## src/fap_cfg.svh

```systemverilog
// constants of the flash access protection block
//
// Functional notes
// - debug port active with readout protection: core gets no access to any memory area other than the option bytes.
// - debug port active with readout protection: option writes refused except readout-protection byte.
// - normal modes with readout protection: option bytes are read only.
// - user boot code area may be read and executed, never written.
// - non-trap vectors writable in user mode only when no boot code area exists.
// - protected code area defined: trap vector not writable in user mode.
// - program flash stays write-locked until the correct program key sequence.
// - clearing the program-unlocked flag write-locks program flash again.
// - program unlock honoured once per reset; a wrong key blocks until reset.
// - data memory stays write-locked until the correct data key sequence.
// - after a wrong data or option key, a fresh sequence is accepted.
// - clearing the data-unlocked flag relocks data memory and option bytes.
// - option bytes unlock only with option select set before the data key.
// - removing readout protection erases the whole memory, option bytes included.
// - protected code area read or executed only in privileged trap mode.
// - protected code area never reached directly through the debug port.
// - main program read/write/execute, data memory read/write, writes gated by unlock.
`ifndef FAP_CFG_SVH
`define FAP_CFG_SVH

// ------------------------------------------------------------------
// register offsets (byte addresses)
// ------------------------------------------------------------------
`define FAP_OFS_CTRL      12'h000
`define FAP_OFS_PKEY      12'h004
`define FAP_OFS_DKEY      12'h008
`define FAP_OFS_STATUS    12'h00c
`define FAP_OFS_DENIED    12'h010

// ------------------------------------------------------------------
// field positions and reset values
// ------------------------------------------------------------------
`define FAP_CTRL_OPT_BIT  0
`define FAP_ST_PUL_BIT    0
`define FAP_ST_DUL_BIT    1
`define FAP_ST_PDEAD_BIT  2
`define FAP_ST_OPTUL_BIT  3
`define FAP_CTRL_RST      1'h0
`define FAP_DENIED_RST    8'h00

// ------------------------------------------------------------------
// unlock keys, first then second byte
// ------------------------------------------------------------------
`define FAP_PKEY_FIRST    8'h3c
`define FAP_PKEY_SECOND   8'hc3
`define FAP_DKEY_FIRST    8'hc3
`define FAP_DKEY_SECOND   8'h3c

// ------------------------------------------------------------------
// memory map of the guarded areas
// ------------------------------------------------------------------
`define FAP_EEP_LO        16'h1000
`define FAP_EEP_HI        16'h17ff
`define FAP_OPT_LO        16'h4800
`define FAP_OPT_HI        16'h48ff
`define FAP_ROP_ADDR      16'h4800
`define FAP_ROP_OFF_VAL   8'h5a
`define FAP_PROG_LO       16'h8000
`define FAP_VEC_HI        16'h807f
`define FAP_TRAP_LO       16'h8004
`define FAP_TRAP_HI       16'h8007
`define FAP_PROTECTED_CODE_AREA_LO      16'h8080
`define FAP_BLOCK_SHIFT   7

`endif

```

## src/fap_pkg.sv

```systemverilog
// types of the flash access protection block
package fap_pkg;

	typedef enum logic [2:0] {
		FAP_AREA_VEC   = 3'h0,
		FAP_AREA_TRAP  = 3'h1,
		FAP_AREA_PROTECTED_CODE_AREA = 3'h2,
		FAP_AREA_UBC   = 3'h3,
		FAP_AREA_MAIN  = 3'h4,
		FAP_AREA_EEP   = 3'h5,
		FAP_AREA_OPT   = 3'h6,
		FAP_AREA_OTHER = 3'h7
	} fap_area_t;

	typedef enum logic [1:0] {
		FAP_ACC_READ  = 2'h0,
		FAP_ACC_WRITE = 2'h1,
		FAP_ACC_EXEC  = 2'h2
	} fap_kind_t;

	typedef enum logic [1:0] {
		FAP_KEY_IDLE = 2'h0,
		FAP_KEY_HALF = 2'h1,
		FAP_KEY_OPEN = 2'h2,
		FAP_KEY_DEAD = 2'h3
	} fap_key_st_t;

endpackage

```

## src/fap_top.sv

```systemverilog
// flash access protection: permission check, key locks, apb registers
`timescale 1ns/1ps
`include "fap_cfg.svh"
module fap_top import fap_pkg::*; (
	// clock and reset
	input  wire logic        clk,
	input  wire logic        sys_rst,
	// apb slave
	input  wire logic        psel,
	input  wire logic        penable,
	input  wire logic        pwrite,
	input  wire logic [11:0] paddr,
	input  wire logic [31:0] pwdata,
	output logic             pready,
	output logic [31:0]      prdata,
	output logic             pslverr,
	// operating mode and option state
	input  wire logic        dbg_active,
	input  wire logic        rop_enabled,
	input  wire logic        privileged,
	input  wire logic [7:0]  ubc_blocks,
	input  wire logic [7:0]  protected_code_area_blocks,
	// memory access request
	input  wire logic        acc_valid,
	input  wire logic [15:0] acc_addr,
	input  wire logic [1:0]  acc_kind,
	input  wire logic [7:0]  acc_wdata,
	input  wire logic        acc_from_dbg,
	output logic             acc_grant,
	output logic             acc_deny,
	// erase request
	output logic             memory_unlock_key_erase
);

	// ------------------------------------------------------------------
	// apb decode
	// ------------------------------------------------------------------
	logic        apb_setup;
	logic        apb_wr;
	logic        hit_ctrl;
	logic        hit_pkey;
	logic        hit_dkey;
	logic        hit_status;
	logic        hit_denied;
	logic        mapped;

	assign apb_setup  = psel && !penable;
	assign apb_wr     = psel && penable && pwrite;
	assign hit_ctrl   = (paddr == `FAP_OFS_CTRL);
	assign hit_pkey   = (paddr == `FAP_OFS_PKEY);
	assign hit_dkey   = (paddr == `FAP_OFS_DKEY);
	assign hit_status = (paddr == `FAP_OFS_STATUS);
	assign hit_denied = (paddr == `FAP_OFS_DENIED);
	assign mapped     = hit_ctrl || hit_pkey || hit_dkey || hit_status || hit_denied;

	// no wait states; read data is latched in the setup cycle
	assign pready  = 1'b1;
	assign pslverr = psel && penable && !mapped;

	// ------------------------------------------------------------------
	// key locks
	// ------------------------------------------------------------------
	logic prog_unl;
	logic prog_dead;
	logic data_unl;
	logic data_open;
	logic prog_relock;
	logic data_relock;

	// writing zero to the program or data unlock flag relocks; writing one never unlocks
	assign prog_relock = apb_wr && hit_status && !pwdata[`FAP_ST_PUL_BIT];
	assign data_relock = apb_wr && hit_status && !pwdata[`FAP_ST_DUL_BIT];

	fap_key_unlock #(
		.KEY_FIRST  (`FAP_PKEY_FIRST),
		.KEY_SECOND (`FAP_PKEY_SECOND),
		.ONCE       (1'b1)
	) u_prog_key (
		.clk        (clk),
		.sys_rst    (sys_rst),
		.key_we     (apb_wr && hit_pkey),
		.key_data   (pwdata[7:0]),
		.relock     (prog_relock),
		.unlocked   (prog_unl),
		.dead       (prog_dead),
		.open_pulse ()
	);

	fap_key_unlock #(
		.KEY_FIRST  (`FAP_DKEY_FIRST),
		.KEY_SECOND (`FAP_DKEY_SECOND),
		.ONCE       (1'b0)
	) u_data_key (
		.clk        (clk),
		.sys_rst    (sys_rst),
		.key_we     (apb_wr && hit_dkey),
		.key_data   (pwdata[7:0]),
		.relock     (data_relock),
		.unlocked   (data_unl),
		.dead       (),
		.open_pulse (data_open)
	);

	// ------------------------------------------------------------------
	// control register and option unlock
	// ------------------------------------------------------------------
	logic opt_sel_r;
	logic opt_unl_r;

	always_ff @(posedge clk or posedge sys_rst) begin
		if (sys_rst)
			opt_sel_r <= `FAP_CTRL_RST;
		else if (apb_wr && hit_ctrl)
			opt_sel_r <= pwdata[`FAP_CTRL_OPT_BIT];
	end

	// the unlock completing wins over a relock in the same cycle
	always_ff @(posedge clk or posedge sys_rst) begin
		if (sys_rst)
			opt_unl_r <= 1'b0;
		else if (data_open && opt_sel_r)
			opt_unl_r <= 1'b1;
		else if (data_relock)
			opt_unl_r <= 1'b0;
	end

	// ------------------------------------------------------------------
	// permission check
	// ------------------------------------------------------------------
	fap_area_t area;

	fap_area_decode u_decode (
		.addr         (acc_addr),
		.ubc_blocks   (ubc_blocks),
		.protected_code_area_blocks (protected_code_area_blocks),
		.area         (area)
	);

	logic ubc_defined;
	logic protected_code_area_defined;
	logic locked_out;
	logic ok;

	assign ubc_defined   = (ubc_blocks != 8'h00);
	assign protected_code_area_defined = (protected_code_area_blocks != 8'h00);
	assign locked_out    = dbg_active && rop_enabled;

	function automatic logic fap_allow(
		input fap_area_t a,
		input fap_kind_t k,
		input logic      lock_all,
		input logic      readout_protection,
		input logic      dbg,
		input logic      priv,
		input logic      via_dbg,
		input logic      ubc_def,
		input logic      protected_code_area_def,
		input logic      p_unl,
		input logic      d_unl,
		input logic      o_unl,
		input logic      rop_byte
	);
		logic rd;
		logic wr;
		logic ex;
		rd = (k == FAP_ACC_READ);
		wr = (k == FAP_ACC_WRITE);
		ex = (k == FAP_ACC_EXEC);
		fap_allow = 1'b0;
		if (lock_all) begin
			// only the readout-protection byte may be rewritten
			fap_allow = (a == FAP_AREA_OPT) && wr && rop_byte;
		end else begin
			case (a)
				FAP_AREA_VEC:   fap_allow = rd || ex || (wr && !ubc_def && p_unl);
				FAP_AREA_TRAP:  fap_allow = rd || ex || (wr && !ubc_def && p_unl && (dbg || !protected_code_area_def));
				FAP_AREA_PROTECTED_CODE_AREA: fap_allow = (rd || ex) && priv && !via_dbg;
				FAP_AREA_UBC:   fap_allow = rd || ex;
				FAP_AREA_MAIN:  fap_allow = rd || ex || (wr && p_unl);
				FAP_AREA_EEP:   fap_allow = rd || (wr && d_unl);
				FAP_AREA_OPT:   fap_allow = rd || (wr && !readout_protection && o_unl);
				FAP_AREA_OTHER: fap_allow = 1'b1;
				default:        fap_allow = 1'b0;
			endcase
		end
	endfunction

	assign ok = fap_allow(area, fap_kind_t'(acc_kind), locked_out, rop_enabled, dbg_active,
		privileged, acc_from_dbg, ubc_defined, protected_code_area_defined, prog_unl, data_unl, opt_unl_r,
		acc_addr == `FAP_ROP_ADDR);

	// a refused access simply never reaches the array
	assign acc_grant = acc_valid && ok;
	assign acc_deny  = acc_valid && !ok;

	// ------------------------------------------------------------------
	// protection removal and denial count
	// ------------------------------------------------------------------
	logic       erase_r;
	logic [7:0] denied_r;

	always_ff @(posedge clk or posedge sys_rst) begin
		if (sys_rst)
			erase_r <= 1'b0;
		else
			erase_r <= acc_grant && rop_enabled && area == FAP_AREA_OPT && acc_kind == FAP_ACC_WRITE
				&& acc_addr == `FAP_ROP_ADDR && acc_wdata == `FAP_ROP_OFF_VAL;
	end

	assign memory_unlock_key_erase = erase_r;

	// saturating, so a storm of faults never wraps back to a small number
	always_ff @(posedge clk or posedge sys_rst) begin
		if (sys_rst)
			denied_r <= `FAP_DENIED_RST;
		else if (apb_wr && hit_denied)
			denied_r <= `FAP_DENIED_RST;
		else if (acc_deny && denied_r != 8'hff)
			denied_r <= denied_r + 8'h01;
	end

	// ------------------------------------------------------------------
	// apb read data
	// ------------------------------------------------------------------
	logic [31:0] rd_nxt;
	logic [31:0] prdata_r;

	always_comb begin
		rd_nxt = 32'h0000_0000;
		if (hit_ctrl)
			rd_nxt[`FAP_CTRL_OPT_BIT] = opt_sel_r;
		else if (hit_status) begin
			rd_nxt[`FAP_ST_PUL_BIT]   = prog_unl;
			rd_nxt[`FAP_ST_DUL_BIT]   = data_unl;
			rd_nxt[`FAP_ST_PDEAD_BIT] = prog_dead;
			rd_nxt[`FAP_ST_OPTUL_BIT] = opt_unl_r;
		end else if (hit_denied)
			rd_nxt[7:0] = denied_r;
	end

	always_ff @(posedge clk or posedge sys_rst) begin
		if (sys_rst)
			prdata_r <= 32'h0000_0000;
		else if (apb_setup)
			prdata_r <= rd_nxt;
	end

	assign prdata = prdata_r;

	// ------------------------------------------------------------------
	// checks
	// ------------------------------------------------------------------
	a_rop_dbg_block: assert property (@(posedge clk) disable iff (sys_rst)
		acc_valid && dbg_active && rop_enabled && area != FAP_AREA_OPT |-> acc_deny)
		else $error("access granted under debug readout protection");

	a_opt_rop_only: assert property (@(posedge clk) disable iff (sys_rst)
		acc_grant && dbg_active && rop_enabled |-> acc_addr == `FAP_ROP_ADDR && acc_kind == FAP_ACC_WRITE)
		else $error("option access other than protection byte");

	a_opt_user_read: assert property (@(posedge clk) disable iff (sys_rst)
		acc_valid && !dbg_active && rop_enabled && area == FAP_AREA_OPT |-> acc_grant == (acc_kind == FAP_ACC_READ))
		else $error("option bytes not read only");

	a_ubc_no_write: assert property (@(posedge clk) disable iff (sys_rst)
		acc_valid && area == FAP_AREA_UBC && acc_kind == FAP_ACC_WRITE |-> acc_deny)
		else $error("boot code area written");

	a_vector_write: assert property (@(posedge clk) disable iff (sys_rst)
		acc_grant && area == FAP_AREA_VEC && acc_kind == FAP_ACC_WRITE |-> !ubc_defined && prog_unl)
		else $error("vector written with boot area defined");

	a_trap_protected_code_area: assert property (@(posedge clk) disable iff (sys_rst)
		acc_valid && !dbg_active && protected_code_area_defined && area == FAP_AREA_TRAP && acc_kind == FAP_ACC_WRITE
		|-> acc_deny) else $error("trap vector written with protected code defined");

	a_main_locked: assert property (@(posedge clk) disable iff (sys_rst)
		acc_grant && area == FAP_AREA_MAIN && acc_kind == FAP_ACC_WRITE |-> prog_unl)
		else $error("main program written while locked");

	a_prog_relock: assert property (@(posedge clk) disable iff (sys_rst)
		prog_unl && prog_relock |=> !prog_unl && prog_dead) else $error("program flash not relocked");

	a_eep_locked: assert property (@(posedge clk) disable iff (sys_rst)
		acc_grant && area == FAP_AREA_EEP |-> acc_kind == FAP_ACC_READ || (acc_kind == FAP_ACC_WRITE && data_unl))
		else $error("data memory write while locked or executed");

	a_data_relock: assert property (@(posedge clk) disable iff (sys_rst)
		data_relock && !data_open |=> !data_unl && !opt_unl_r) else $error("data memory not relocked");

	a_opt_unlock: assert property (@(posedge clk) disable iff (sys_rst)
		$rose(opt_unl_r) |-> $past(opt_sel_r) && $past(data_open)) else $error("option unlock without select");

	a_erase_pulse: assert property (@(posedge clk) disable iff (sys_rst)
		acc_grant && rop_enabled && acc_addr == `FAP_ROP_ADDR && acc_kind == FAP_ACC_WRITE
		&& acc_wdata == `FAP_ROP_OFF_VAL |=> memory_unlock_key_erase) else $error("no erase on protection removal");

	a_protected_code_area_access: assert property (@(posedge clk) disable iff (sys_rst)
		acc_grant && area == FAP_AREA_PROTECTED_CODE_AREA |-> privileged && acc_kind != FAP_ACC_WRITE)
		else $error("protected code reached outside privileged mode");

	a_protected_code_area_dbg: assert property (@(posedge clk) disable iff (sys_rst)
		acc_valid && acc_from_dbg && area == FAP_AREA_PROTECTED_CODE_AREA |-> acc_deny)
		else $error("protected code reached through debug port");

	a_grant_excl: assert property (@(posedge clk) disable iff (sys_rst)
		!(acc_grant && acc_deny) && (acc_valid == (acc_grant || acc_deny)))
		else $error("grant and deny inconsistent");

endmodule

```

## src/fap_area_decode.sv

```systemverilog
// address to memory area decoder
`timescale 1ns/1ps
`include "fap_cfg.svh"
module fap_area_decode import fap_pkg::*; (
	// address under test
	input  wire logic [15:0] addr,
	// area sizes in blocks
	input  wire logic [7:0]  ubc_blocks,
	input  wire logic [7:0]  protected_code_area_blocks,
	// result
	output fap_area_t        area
);

	function automatic logic [16:0] fap_end(input logic [15:0] base, input logic [7:0] blocks);
		fap_end = {1'b0, base} + ({9'h000, blocks} << `FAP_BLOCK_SHIFT);
	endfunction

	logic [16:0] ubc_end;
	logic [16:0] protected_code_area_end;

	assign ubc_end   = fap_end(`FAP_PROG_LO, ubc_blocks);
	assign protected_code_area_end = fap_end(`FAP_PROTECTED_CODE_AREA_LO, protected_code_area_blocks);

	// vectors win over the code areas that overlay them
	always_comb begin
		if (addr >= `FAP_TRAP_LO && addr <= `FAP_TRAP_HI)
			area = FAP_AREA_TRAP;
		else if (addr >= `FAP_PROG_LO && addr <= `FAP_VEC_HI)
			area = FAP_AREA_VEC;
		else if (addr >= `FAP_PROTECTED_CODE_AREA_LO && {1'b0, addr} < protected_code_area_end)
			area = FAP_AREA_PROTECTED_CODE_AREA;
		else if (addr >= `FAP_PROG_LO && {1'b0, addr} < ubc_end)
			area = FAP_AREA_UBC;
		else if (addr >= `FAP_PROG_LO)
			area = FAP_AREA_MAIN;
		else if (addr >= `FAP_EEP_LO && addr <= `FAP_EEP_HI)
			area = FAP_AREA_EEP;
		else if (addr >= `FAP_OPT_LO && addr <= `FAP_OPT_HI)
			area = FAP_AREA_OPT;
		else
			area = FAP_AREA_OTHER;
	end

endmodule

```

## src/fap_key_unlock.sv

```systemverilog
// two-byte key sequence checker with relock
`timescale 1ns/1ps
`include "fap_cfg.svh"
module fap_key_unlock import fap_pkg::*; #(
	parameter logic [7:0] KEY_FIRST  = 8'h00,
	parameter logic [7:0] KEY_SECOND = 8'h00,
	parameter bit         ONCE       = 1'b0
) (
	input  wire logic       clk,
	input  wire logic       sys_rst,
	// key writes and relock
	input  wire logic       key_we,
	input  wire logic [7:0] key_data,
	input  wire logic       relock,
	// state
	output logic            unlocked,
	output logic            dead,
	output logic            open_pulse
);

	fap_key_st_t st_r;
	fap_key_st_t st_nxt;

	always_comb begin
		st_nxt = st_r;
		case (st_r)
			FAP_KEY_IDLE: begin
				if (key_we)
					st_nxt = (key_data == KEY_FIRST) ? FAP_KEY_HALF : (ONCE ? FAP_KEY_DEAD : FAP_KEY_IDLE);
			end
			FAP_KEY_HALF: begin
				if (key_we && key_data == KEY_SECOND)
					st_nxt = FAP_KEY_OPEN;
				else if (key_we)
					st_nxt = ONCE ? FAP_KEY_DEAD : FAP_KEY_IDLE;
			end
			FAP_KEY_OPEN: begin
				// a once-only lock cannot be reopened after a relock
				if (relock)
					st_nxt = ONCE ? FAP_KEY_DEAD : FAP_KEY_IDLE;
			end
			FAP_KEY_DEAD: st_nxt = FAP_KEY_DEAD;
			default: st_nxt = FAP_KEY_IDLE;
		endcase
	end

	always_ff @(posedge clk or posedge sys_rst) begin
		if (sys_rst)
			st_r <= FAP_KEY_IDLE;
		else
			st_r <= st_nxt;
	end

	assign unlocked   = (st_r == FAP_KEY_OPEN);
	assign dead       = (st_r == FAP_KEY_DEAD);
	assign open_pulse = (st_r == FAP_KEY_HALF) && (st_nxt == FAP_KEY_OPEN);

	a_dead_sticks: assert property (@(posedge clk) disable iff (sys_rst)
		dead |=> dead) else $error("dead key lock reopened");
	a_key_order: assert property (@(posedge clk) disable iff (sys_rst)
		$rose(unlocked) |-> $past(st_r) == FAP_KEY_HALF && $past(key_data) == KEY_SECOND)
		else $error("unlock without key sequence");

endmodule

```

## config.mk

```make
export PLATFORM = sky130hd
export DESIGN_NAME = fap_top
export DESIGN_NICKNAME = d
export VERILOG_FILES = /design/src/fap_pkg.sv /design/src/fap_top.sv /design/src/fap_area_decode.sv /design/src/fap_key_unlock.sv
export VERILOG_INCLUDE_DIRS = /design/src
export SDC_FILE = /design/constraint.sdc
export NUM_CORES = 1
export LEC_CHECK = 0
export BUFFER_PORTS_ARGS = -buffer_cell sky130_fd_sc_hd__buf_2
export CELL_PAD_IN_SITES_DETAIL_PLACEMENT = 1
export CELL_PAD_IN_SITES_GLOBAL_PLACEMENT = 2
export CORE_MARGIN = 4
export CORE_UTILIZATION = 21
export DETAILED_ROUTE_END_ITERATION = 10
export PLACE_DENSITY_LB_ADDON = 0.1
export SLEW_MARGIN = 5
export SYNTH_ARGS = -nofsm -noshare
export SYNTH_HDL_FRONTEND = slang
export SYNTH_SLANG_ARGS = --single-unit
export TNS_END_PERCENT = 20
```

## constraint.sdc

```tcl
create_clock -name clk -period 3.4 [get_ports clk]
set_clock_uncertainty 0.2 [all_clocks]
set_input_delay 0.51 -clock clk [delete_from_list [all_inputs] [get_ports clk]]
set_output_delay 0.51 -clock clk [all_outputs]
set_load 0.05 [all_outputs]
```

# Yosys cells after proc, flatten, opt, wreduce, memory -nomap -nowiden
# Index checks and enable logic that the tools add are counted.
# op_classes
addsub	3
multipliers	0
div_mod_pow	0
magnitude_cmp	11
n_eq_ne	28
shift	0
muxes	30
n_bitwise	0
n_reduce_logical	71
# op_table
operator	n
$ge 16x16->1 const B	3
$logic_and 1x1->1	41
$add 16x15->17 const A	2
$lt 16x17->1	2
$le 16x16->1 const B	2
$eq 12x4->1 const B	2
$mux 8	3
$mux 2	9
$mux 3	6
$eq 16x15->1 const B	1
$ge 16x13->1 const B	1
$ge 16x15->1 const B	1
$le 16x13->1 const B	1
$le 16x15->1 const B	1
$pmux 2 s4	2
$reduce_bool 8->1	2
$eq 12x3->1 const B	1
$eq 12x5->1 const B	1
$eq 2x2->1 const B	6
$eq 3x3->1 const B	4
$logic_not 12->1	1
$logic_or 1x1->1	11
$logic_not 1->1	9
$add 8x1->8 const B	1
other kinds (17)	30
# word_totals
reg_bits	23
latchBits	0
ram_bits	0
mem_bits_ro	0
input_bits	96
out_inout_bits	37
n_memories	0

# Longest topological paths before layout
# Gate-level depths: netlist of run 1.
# depth
depth_word	19
ltp_mapped	13

# Modules after synthesis
# Synthesis of run 1 repeated with hierarchy kept, for this count alone.
# hier_totals
hier_cells	306
hier_area_um2	2471.1
# modules_own_cells
module	n_inst	cells_each	area_each_um2	seq_area_each_um2
fap_top	1	189	1550.2	475.5
fap_area_decode	1	82	599.3	0.0
fap_key_unlock at u_data_key	1	19	168.9	50.0
fap_key_unlock at u_prog_key	1	16	152.6	50.0

# Least setup slack after synthesis of run 1
# OpenSTA, ideal clock, no wires.
# synth_timing
path_kind	input to output
start	in protected_code_area_blocks[2]
end	out acc_deny
arrival_time_ps	3066
required_time_ps	2690
path_slack_ps	-376
cell_stages	12
n_path_buf	0
cell_sequence	and4_4 > nand4_1 > xor2_1 > ha_1 > a2111oi_0 > o21ai_0 > o21ai_0 > o211ai_2 > a21o_1 > o21a_4 > o31ai_2 > inv_1
# synth_between
elab_chain_len	12
word_cells_on_any_way	25
# synth_rtl
item	line	source
start: declaration	fap_top.sv:22	input wire logic [7:0] protected_code_area_blocks,
parallel branches: the longest is 9 deep, another holds $add 16x15->17	-	
$mux 1 *	fap_top.sv:170	if (lock_all) begin
$logic_not 1->1 *	fap_top.sv:194	assign acc_deny = acc_valid && !ok;
$logic_and 1x1->1 *	fap_top.sv:194	
end: declaration	fap_top.sv:30	output logic acc_deny,
# Every way passes the cells marked *.

# Worst setup path in the final report of run 1
# Ends and elaborated chain as after synthesis.

==> results of run 1 <==
==> placed cells by master, fill, tap and decap left out, types with 3 or more instances in the layout <==
| master | n |
|---|---|
| buf_2 | 77 |
| nand2_1 | 35 |
| conb_1 | 25 |
| dfrtp_1 | 23 |
| buf_4 | 22 |
| o21ai_0 | 19 |
| ha_1 | 17 |
| inv_1 | 14 |
| nand3_1 | 12 |
| nor2_1 | 10 |
| nor3_1 | 10 |
| a21oi_1 | 9 |
| buf_6 | 8 |
| and3_1 | 7 |
| nor4_1 | 6 |
| xor2_1 | 6 |
| nand4_1 | 5 |
| o21ai_1 | 4 |
| a21oi_2 | 4 |
| nand2b_1 | 4 |
| nor4b_1 | 4 |
| o211ai_1 | 3 |
| or3_1 | 3 |
| clkbuf_8 | 3 |
==> power groups by stage <==
| stage | clock [mW] | sequential (mW) | combinational (mW) |
|---|---|---|---|
| 5_1_grt | 0.202 | 0.370 | 0.424 |
| 3_5_place_dp | 0 | 0.367 | 0.350 |
| 4_1_cts | 0.189 | 0.361 | 0.375 |
| 3_3_place_gp | 0 | 0.367 | 0.343 |
| 6_report | 0.178 | 0.362 | 0.379 |
| 2_1_floorplan | 0 | 0.347 | 0.247 |
==> cells by family after synthesis <==
group,Yosys count
other,2
AO/OA/AOI/OAI,65
buffers and inverters,43
flip-flops,23
adder cells (fa/ha/maj),18
XOR/XNOR,7
AND/OR/NAND/NOR,120
multiplexers,4
==> path summary, 6_finish.rpt <==
check | from | end | slack (ns) | depth (start not counted)
setup / recovery | protected_code_area_blocks[2] | acc_deny | -0.32 | 15
hold / removal | sys_rst | denied_r[5]$_DFFE_PP0P_ | 0.25 | 2
setup reg to reg | u_prog_key.st_r[0]$_DFFE_PP0P_ | denied_r[1]$_DFFE_PP0P_ | 0.47 | 11
hold reg to reg | prdata[3]$_DFFE_PP0P_ | prdata[3]$_DFFE_PP0P_ | 0.28 | 2
max in group asynchronous | sys_rst | denied_r[0]$_DFFE_PP0P_ | 2.16 | 2
min in group clk | prdata[3]$_DFFE_PP0P_ | prdata[3]$_DFFE_PP0P_ | 0.28 | 2
==> cells in the mapped netlist, drive strengths merged, types with 3 or more instances <==
| cell type | number |
|---|---|
| nor4 | 6 |
| nand2 | 35 |
| buf | 26 |
| inv | 15 |
| nand4 | 5 |
| nor2 | 10 |
| nor3 | 12 |
| nor4b | 4 |
| a31oi | 4 |
| or3 | 4 |
| nand3 | 12 |
| o21a | 3 |
| o21ai | 23 |
| nand2b | 4 |
| a21oi | 13 |
| o211ai | 4 |
| dfrtp | 23 |
| and3 | 8 |
| ha | 18 |
| xor2 | 6 |
| and2 | 3 |
==> area by class of cell <==
class	count	area (um2)
Fill cell	1270	7360
Multi-Input combinational cell	239	1620
Timing Repair Buffer	109	676
Sequential cell	23	576
Tap cell	136	170
Inverter	15	58.8
Clock buffer	3	41.3
Clock inverter	1	5.00
==> layer usage <==
layer | routed length [um] | up-vias | global-route usage [%]
met5 | 0 | - | 0
met4 | 44 | 0 | 2.56
met3 | 250 | 4 | 1.28
met2 | 4020 | 48 | 22.5
met1 | 3030 | 1133 | 13.4
li1 | - | 1198 | -
==> stage by stage <==
step                cell area [um2]  TNS [ns]  setup WS, ns
finish                         3150    -0.611        -0.322
global route                   3150     -2.12        -0.515
CTS                            3120    -0.790        -0.362
detailed placement             2970     -4.56        -0.562
global placement               2970     -3.31        -0.461
floorplan                      2400    -0.230        -0.122
==> flip-flops by register name (all words and copies together) (netlist names) <==
register / count
opt_unl_r: 1
opt_sel_r: 1
u_prog_key.st_r: 2
denied_r: 8
prdata: 8
u_data_key.st_r: 2
memory_unlock_key_erase: 1
==> what timing repair did <==
action,CTS,global route
buffers inserted,3,0
gates resized for setup,18,7
endpoints found under the setup margin,10,10
pin swaps,9,4
gates cloned,0,0
hold buffers,0,0
==> results.py, run 1 <==
metrics = {
    "power_and_ir_drop": {
        "seqPwrFrac_pct": 39.4,
        "powerDensity_nw_per_um2": 292,
        "p_int_mw": 0.553,
        "leakage_nw": 1.49,
        "power.switching_mw": 0.366,
        "netSwitchingFraction_pct": 39.9,
        "p_total_mw": 0.919,
        "peakVddDrop_v": 0.000150,
        "pwr-share-clk_pct": 19.4,
        "pwr-share-comb_pct": 41.2,
    },
    "worst_setup_path": {
        "cp_num_buf_inv": 4,
        "cp_top_family": "compound AO/OA/AOI/OAI gates",
        "crit_type": "in -> out",
        "worstPathRequired_ns": 2.69,
        "cp_data_arrival_time_ns": 3.01,
        "cp_cell_sequence": "buf_6, and4_4, nand4_1, xor2_1, ha_1, a2111oi_4, o21ai_1, o21ai_1, o211ai_2, a21o_1, o21a_4, buf_4, o31ai_4, inv_4, buf_6",
        "start_kind": "primary input",
        "endpoint_kind": "primary output",
        "crit_fanout": 3,
        "slowest_stage": "ha_1",
        "slowest_delay_ns": 0.33,
    },
    "clocking": {
        "cts_root_buf": "clkbuf_8",
        "cts.sinks": 23,
        "clk_pin_slew_ns": 0.09,
        "tritoncts": "built",
        "h-tree-depth": 1,
        "cts_buffers": 3,
        "clk_path_buf_depth": 2,
        "insertion_delay_ns": 0.27,
    },
    "timing": {
        "layout_min_cycle_time_ns": 3.72,
        "finalHoldViolCount": 0,
        "report.final.slew_viol_count": 0,
        "worst_slew_pin_slew_ns": 0.965,
        "hold_slack_ns": 0.248,
        "post-route-period-util_pct": 109,
        "max_freq_ghz": 0.269,
        "finalSetupViolCount": 3,
        "grt_setup_unrepaired": "true",
        "timing.slew.headroom_pct": 35.6,
        "timing.final.ws_setup_ns": -0.322,
    },
    "detailed_routing": {
        "wl_um": 7340,
        "drc_errors": 0,
        "drtIter0Drc": 29,
        "drtPass1Iterations": 4,
        "vias": 2383,
        "post_drt_wl_per_cell_um": 14.0,
        "drt-vias-per-instance": 4.53,
        "ant_nets": 0,
    },
    "final_layout": {
        "utilization_pct": 30.0,
        "area_growth_pct": 36.6,
        "layout-drive-gt1-share_pct": 36.9,
        "fin_nets": 505,
        "finalNonFillerCells": 526,
        "diodes": 0,
    },
    "floorplanning": {
        "fp.coreArea_um2": 10500,
        "dieArea_um2": 12700,
        "start_util_pct": 21.9,
        "rows": 37,
        "ioPinCount": 133,
        "die_w_um": 113,
        "dieHeight_um": 113,
    },
    "logic_synthesis": {
        "synth-compound-area-share_pct": 19.9,
        "yosys.area_share.simple_pct": 29.3,
        "ys_warn_count": 0,
        "synth_top_cell_area_share_pct": 25.0,
        "ys_ff_latch": 23,
        "yosys-top-cells-area": "dfrtp_1 25%, ha_1 9.8%, buf_4 8.1%",
        "synthAdderAreaFrac_pct": 9.77,
        "synth_cell_types": 66,
        "synth.cell_area_um2": 2300,
        "ys.flop_type": "dfrtp_1",
        "synth_xor_area_share_pct": 2.66,
        "ys_seq_area_share_pct": 25.0,
        "yosys.area.top_type": "dfrtp_1",
        "synth_edf_count": 0,
        "synth_mux_area_share_pct": 1.85,
        "postSynthAreaPerCell_um2": 8.17,
        "synth_cells": 282,
        "synth_top_family_by_area": "simple AND/OR/NAND/NOR gates",
        "async_flop_share_pct": 100,
    },
    "global_routing": {
        "grt_overflow": 0,
        "antenna_found_initial": 0,
        "grt_max_degree": 24,
        "grt_pass1_vias": 2631,
        "grt_pass1_wl_um": 12400,
        "grt_usage_pct": 11.5,
    },
    "job": {
        "drv_cap": 0,
    },
    "placement": {
        "gp_congestion": 0.739,
        "dp_hpwl_um": 6320,
        "dp.cells": 519,
        "io_buffer_count": 83,
    },
    "worst_hold_path": {
        "min_path_type": "in -> async",
    },
    "status": {
        "status": "complete, but fails checks",
        "violations": "negative setup slack",
    },
}
No activity file was read; power rests on OpenSTA's default activity.
==> run 2: changes to the inputs <==
CORE_UTILIZATION = 22   (was 21)
SYNTH_HIERARCHICAL = 1   (was not set)
==> results.py, run 2 <==
metrics = {
    "clocking": {
        "tritoncts": "built",
        "clk_path_buf_depth": 2,
        "cts.sinks": 23,
        "cts_root_buf": "clkbuf_8",
        "h-tree-depth": 1,
        "cts_buffers": 3,
        "insertion_delay_ns": 0.27,
        "clk_pin_slew_ns": 0.09,
    },
    "floorplanning": {
        "rows": 38,
        "dieHeight_um": 114,
        "die_w_um": 114,
        "fp.coreArea_um2": 10900,
        "start_util_pct": 22.6,
        "dieArea_um2": 12900,
        "ioPinCount": 133,
    },
    "detailed_routing": {
        "drtPass1Iterations": 4,
        "drt-vias-per-instance": 4.73,
        "post_drt_wl_per_cell_um": 15.2,
        "wl_um": 8710,
        "vias": 2706,
        "drtIter0Drc": 117,
        "ant_nets": 0,
        "drc_errors": 0,
    },
    "timing": {
        "finalHoldViolCount": 0,
        "timing.slew.headroom_pct": 45.5,
        "max_freq_ghz": 0.241,
        "report.final.slew_viol_count": 0,
        "worst_slew_pin_slew_ns": 0.817,
        "post-route-period-util_pct": 122,
        "layout_min_cycle_time_ns": 4.15,
        "timing.final.ws_setup_ns": -0.754,
        "fin_tns_setup_ns": -4.35,
        "finalSetupViolCount": 10,
        "grt_setup_unrepaired": "true",
    },
    "worst_hold_path": {
        "min_path_type": "in -> reg",
    },
    "worst_setup_path": {
        "endpoint_kind": "primary output",
        "r2r_slack_ns": 0.96,
        "crit_fanout": 7,
        "rr_startpoint": "u_prog_key/st_r[1]$_DFF_PP0_",
        "cp_data_arrival_time_ns": 3.44,
        "worstPathRequired_ns": 2.69,
        "r2r.worst_path.cells": 8,
        "crit_type": "in -> out",
        "crit_end": "acc_deny",
        "setup.worst_path.start": "acc_addr[13]",
        "start_kind": "primary input",
        "r2r-end": "denied_r[6]$_DFFE_PP0P_",
    },
    "power_and_ir_drop": {
        "p_int_mw": 0.569,
        "leakage_nw": 1.64,
        "pwr-share-comb_pct": 44.2,
        "powerDensity_nw_per_um2": 274,
        "peakVddDrop_v": 0.000152,
        "pwr-share-clk_pct": 18.6,
        "netSwitchingFraction_pct": 41.3,
        "seqPwrFrac_pct": 37.1,
        "power.switching_mw": 0.401,
    },
    "logic_synthesis": {
        "synth.cell_area_um2": 2460,
        "postSynthAreaPerCell_um2": 8.09,
        "synth_cells": 304,
        "ys_warn_count": 6,
    },
    "global_routing": {
        "grt_pass1_wl_um": 14300,
        "antenna_found_initial": 0,
        "grt_usage_pct": 13.4,
        "grt_overflow": 0,
        "grt_pass1_vias": 2853,
        "grt_max_degree": 20,
    },
    "final_layout": {
        "fin_nets": 546,
        "utilization_pct": 32.5,
        "final_cell_mix": "79 x buf_2, 45 x buf_4, 34 x nand2_1, 25 x conb_1, 23 x dfrtp_1",
        "fin_area_um2": 3540,
        "layout-drive-gt1-share_pct": 40.5,
        "final_common_cell": "buf_2",
        "diodes": 0,
        "area_growth_pct": 44.0,
        "fill_cells": 1325,
    },
    "placement": {
        "place_area_um2": 3340,
        "place_ws_ns": -0.935,
        "io_buffer_count": 83,
        "dp_hpwl_um": 7340,
        "gp_congestion": 0.771,
    },
    "job": {
        "drv_cap": 0,
    },
    "status": {
        "status": "complete, but fails checks",
        "violations": "negative setup slack",
    },
}
run 2: through the flow:
step / hold slack (ns) / total power, mW / cells
finish: 0.257 / 0.970 / 572
global route: 0.244 / 1.05 / 572
CTS: 0.247 / 0.977 / 571
detailed placement: 0.194 / 0.769 / 564
global placement: 0.195 / 0.764 / 564
floorplan: 0.0512 / 0.621 / 327
run 2: repair_timing:
item                       4_1_cts  5_1_grt
gates cloned                     0        0
setup buffers                    2        1
pin swaps                       15        8
hold endpoints to repair         4        0
hold buffers                     1        0
gates resized for setup         20       11
setup endpoints to repair       11       11
run 2: how the worst min path moves through the flow:
stage / start / to / slack (ns) / cells past startpoint
after CTS: pwdata[4] / u_data_key/st_r[0]$_DFF_PP0_ / 0.25 / 2
after global placement: sys_rst / u_data_key/st_r[0]$_DFF_PP0_ / 0.19 / 2
after global routing: pwdata[4] / u_data_key/st_r[0]$_DFF_PP0_ / 0.24 / 2
after floorplan: sys_rst / u_data_key/st_r[0]$_DFF_PP0_ / 0.05 / 1
after detailed placement: sys_rst / u_prog_key/st_r[1]$_DFF_PP0_ / 0.19 / 2
final: pwdata[4] / u_data_key/st_r[0]$_DFF_PP0_ / 0.26 / 2
run 2: power by group through the flow:
stage,clock [mW],combinational (mW),sequential (mW)
floorplan,0,0.278,0.343
global placement,0,0.400,0.364
detailed placement,0,0.405,0.364
CTS,0.192,0.425,0.359
global route,0.204,0.473,0.370
finish,0.181,0.429,0.360
run 2: metal layers:
layer	track usage, %	wire (um)	vias to the layer above
met2	22.5	4230	58
met5	0	0	-
li1	-	-	1343
met3	2.02	390	4
met4	1.92	56	0
met1	18.6	4030	1301
run 2: worst max-delay path, cell delays in order:
cell      delay, ns
buf_2          0.11
or4_4          0.53
or4b_4         0.54
a211oi_2       0.28
a22oi_2        0.19
buf_4          0.18
nand2_1        0.07
o221ai_2       0.08
and2_4         0.14
o32a_4         0.32
a21oi_4        0.18
and2_4         0.18
buf_8          0.13
run 2: layout make-up:
cell class | count | area (um2) | share of cell area (%)
clock buffers | 3 | 41.3 | 1.17
clock inverters | 1 | 5.00 | 0.141
inverters | 19 | 73.8 | 2.08
multi-input cells | 255 | 1850 | 52.2
flip-flops and latches | 23 | 576 | 16.3
well taps | 140 | 175 | 4.95
repair buffers | 131 | 822 | 23.2
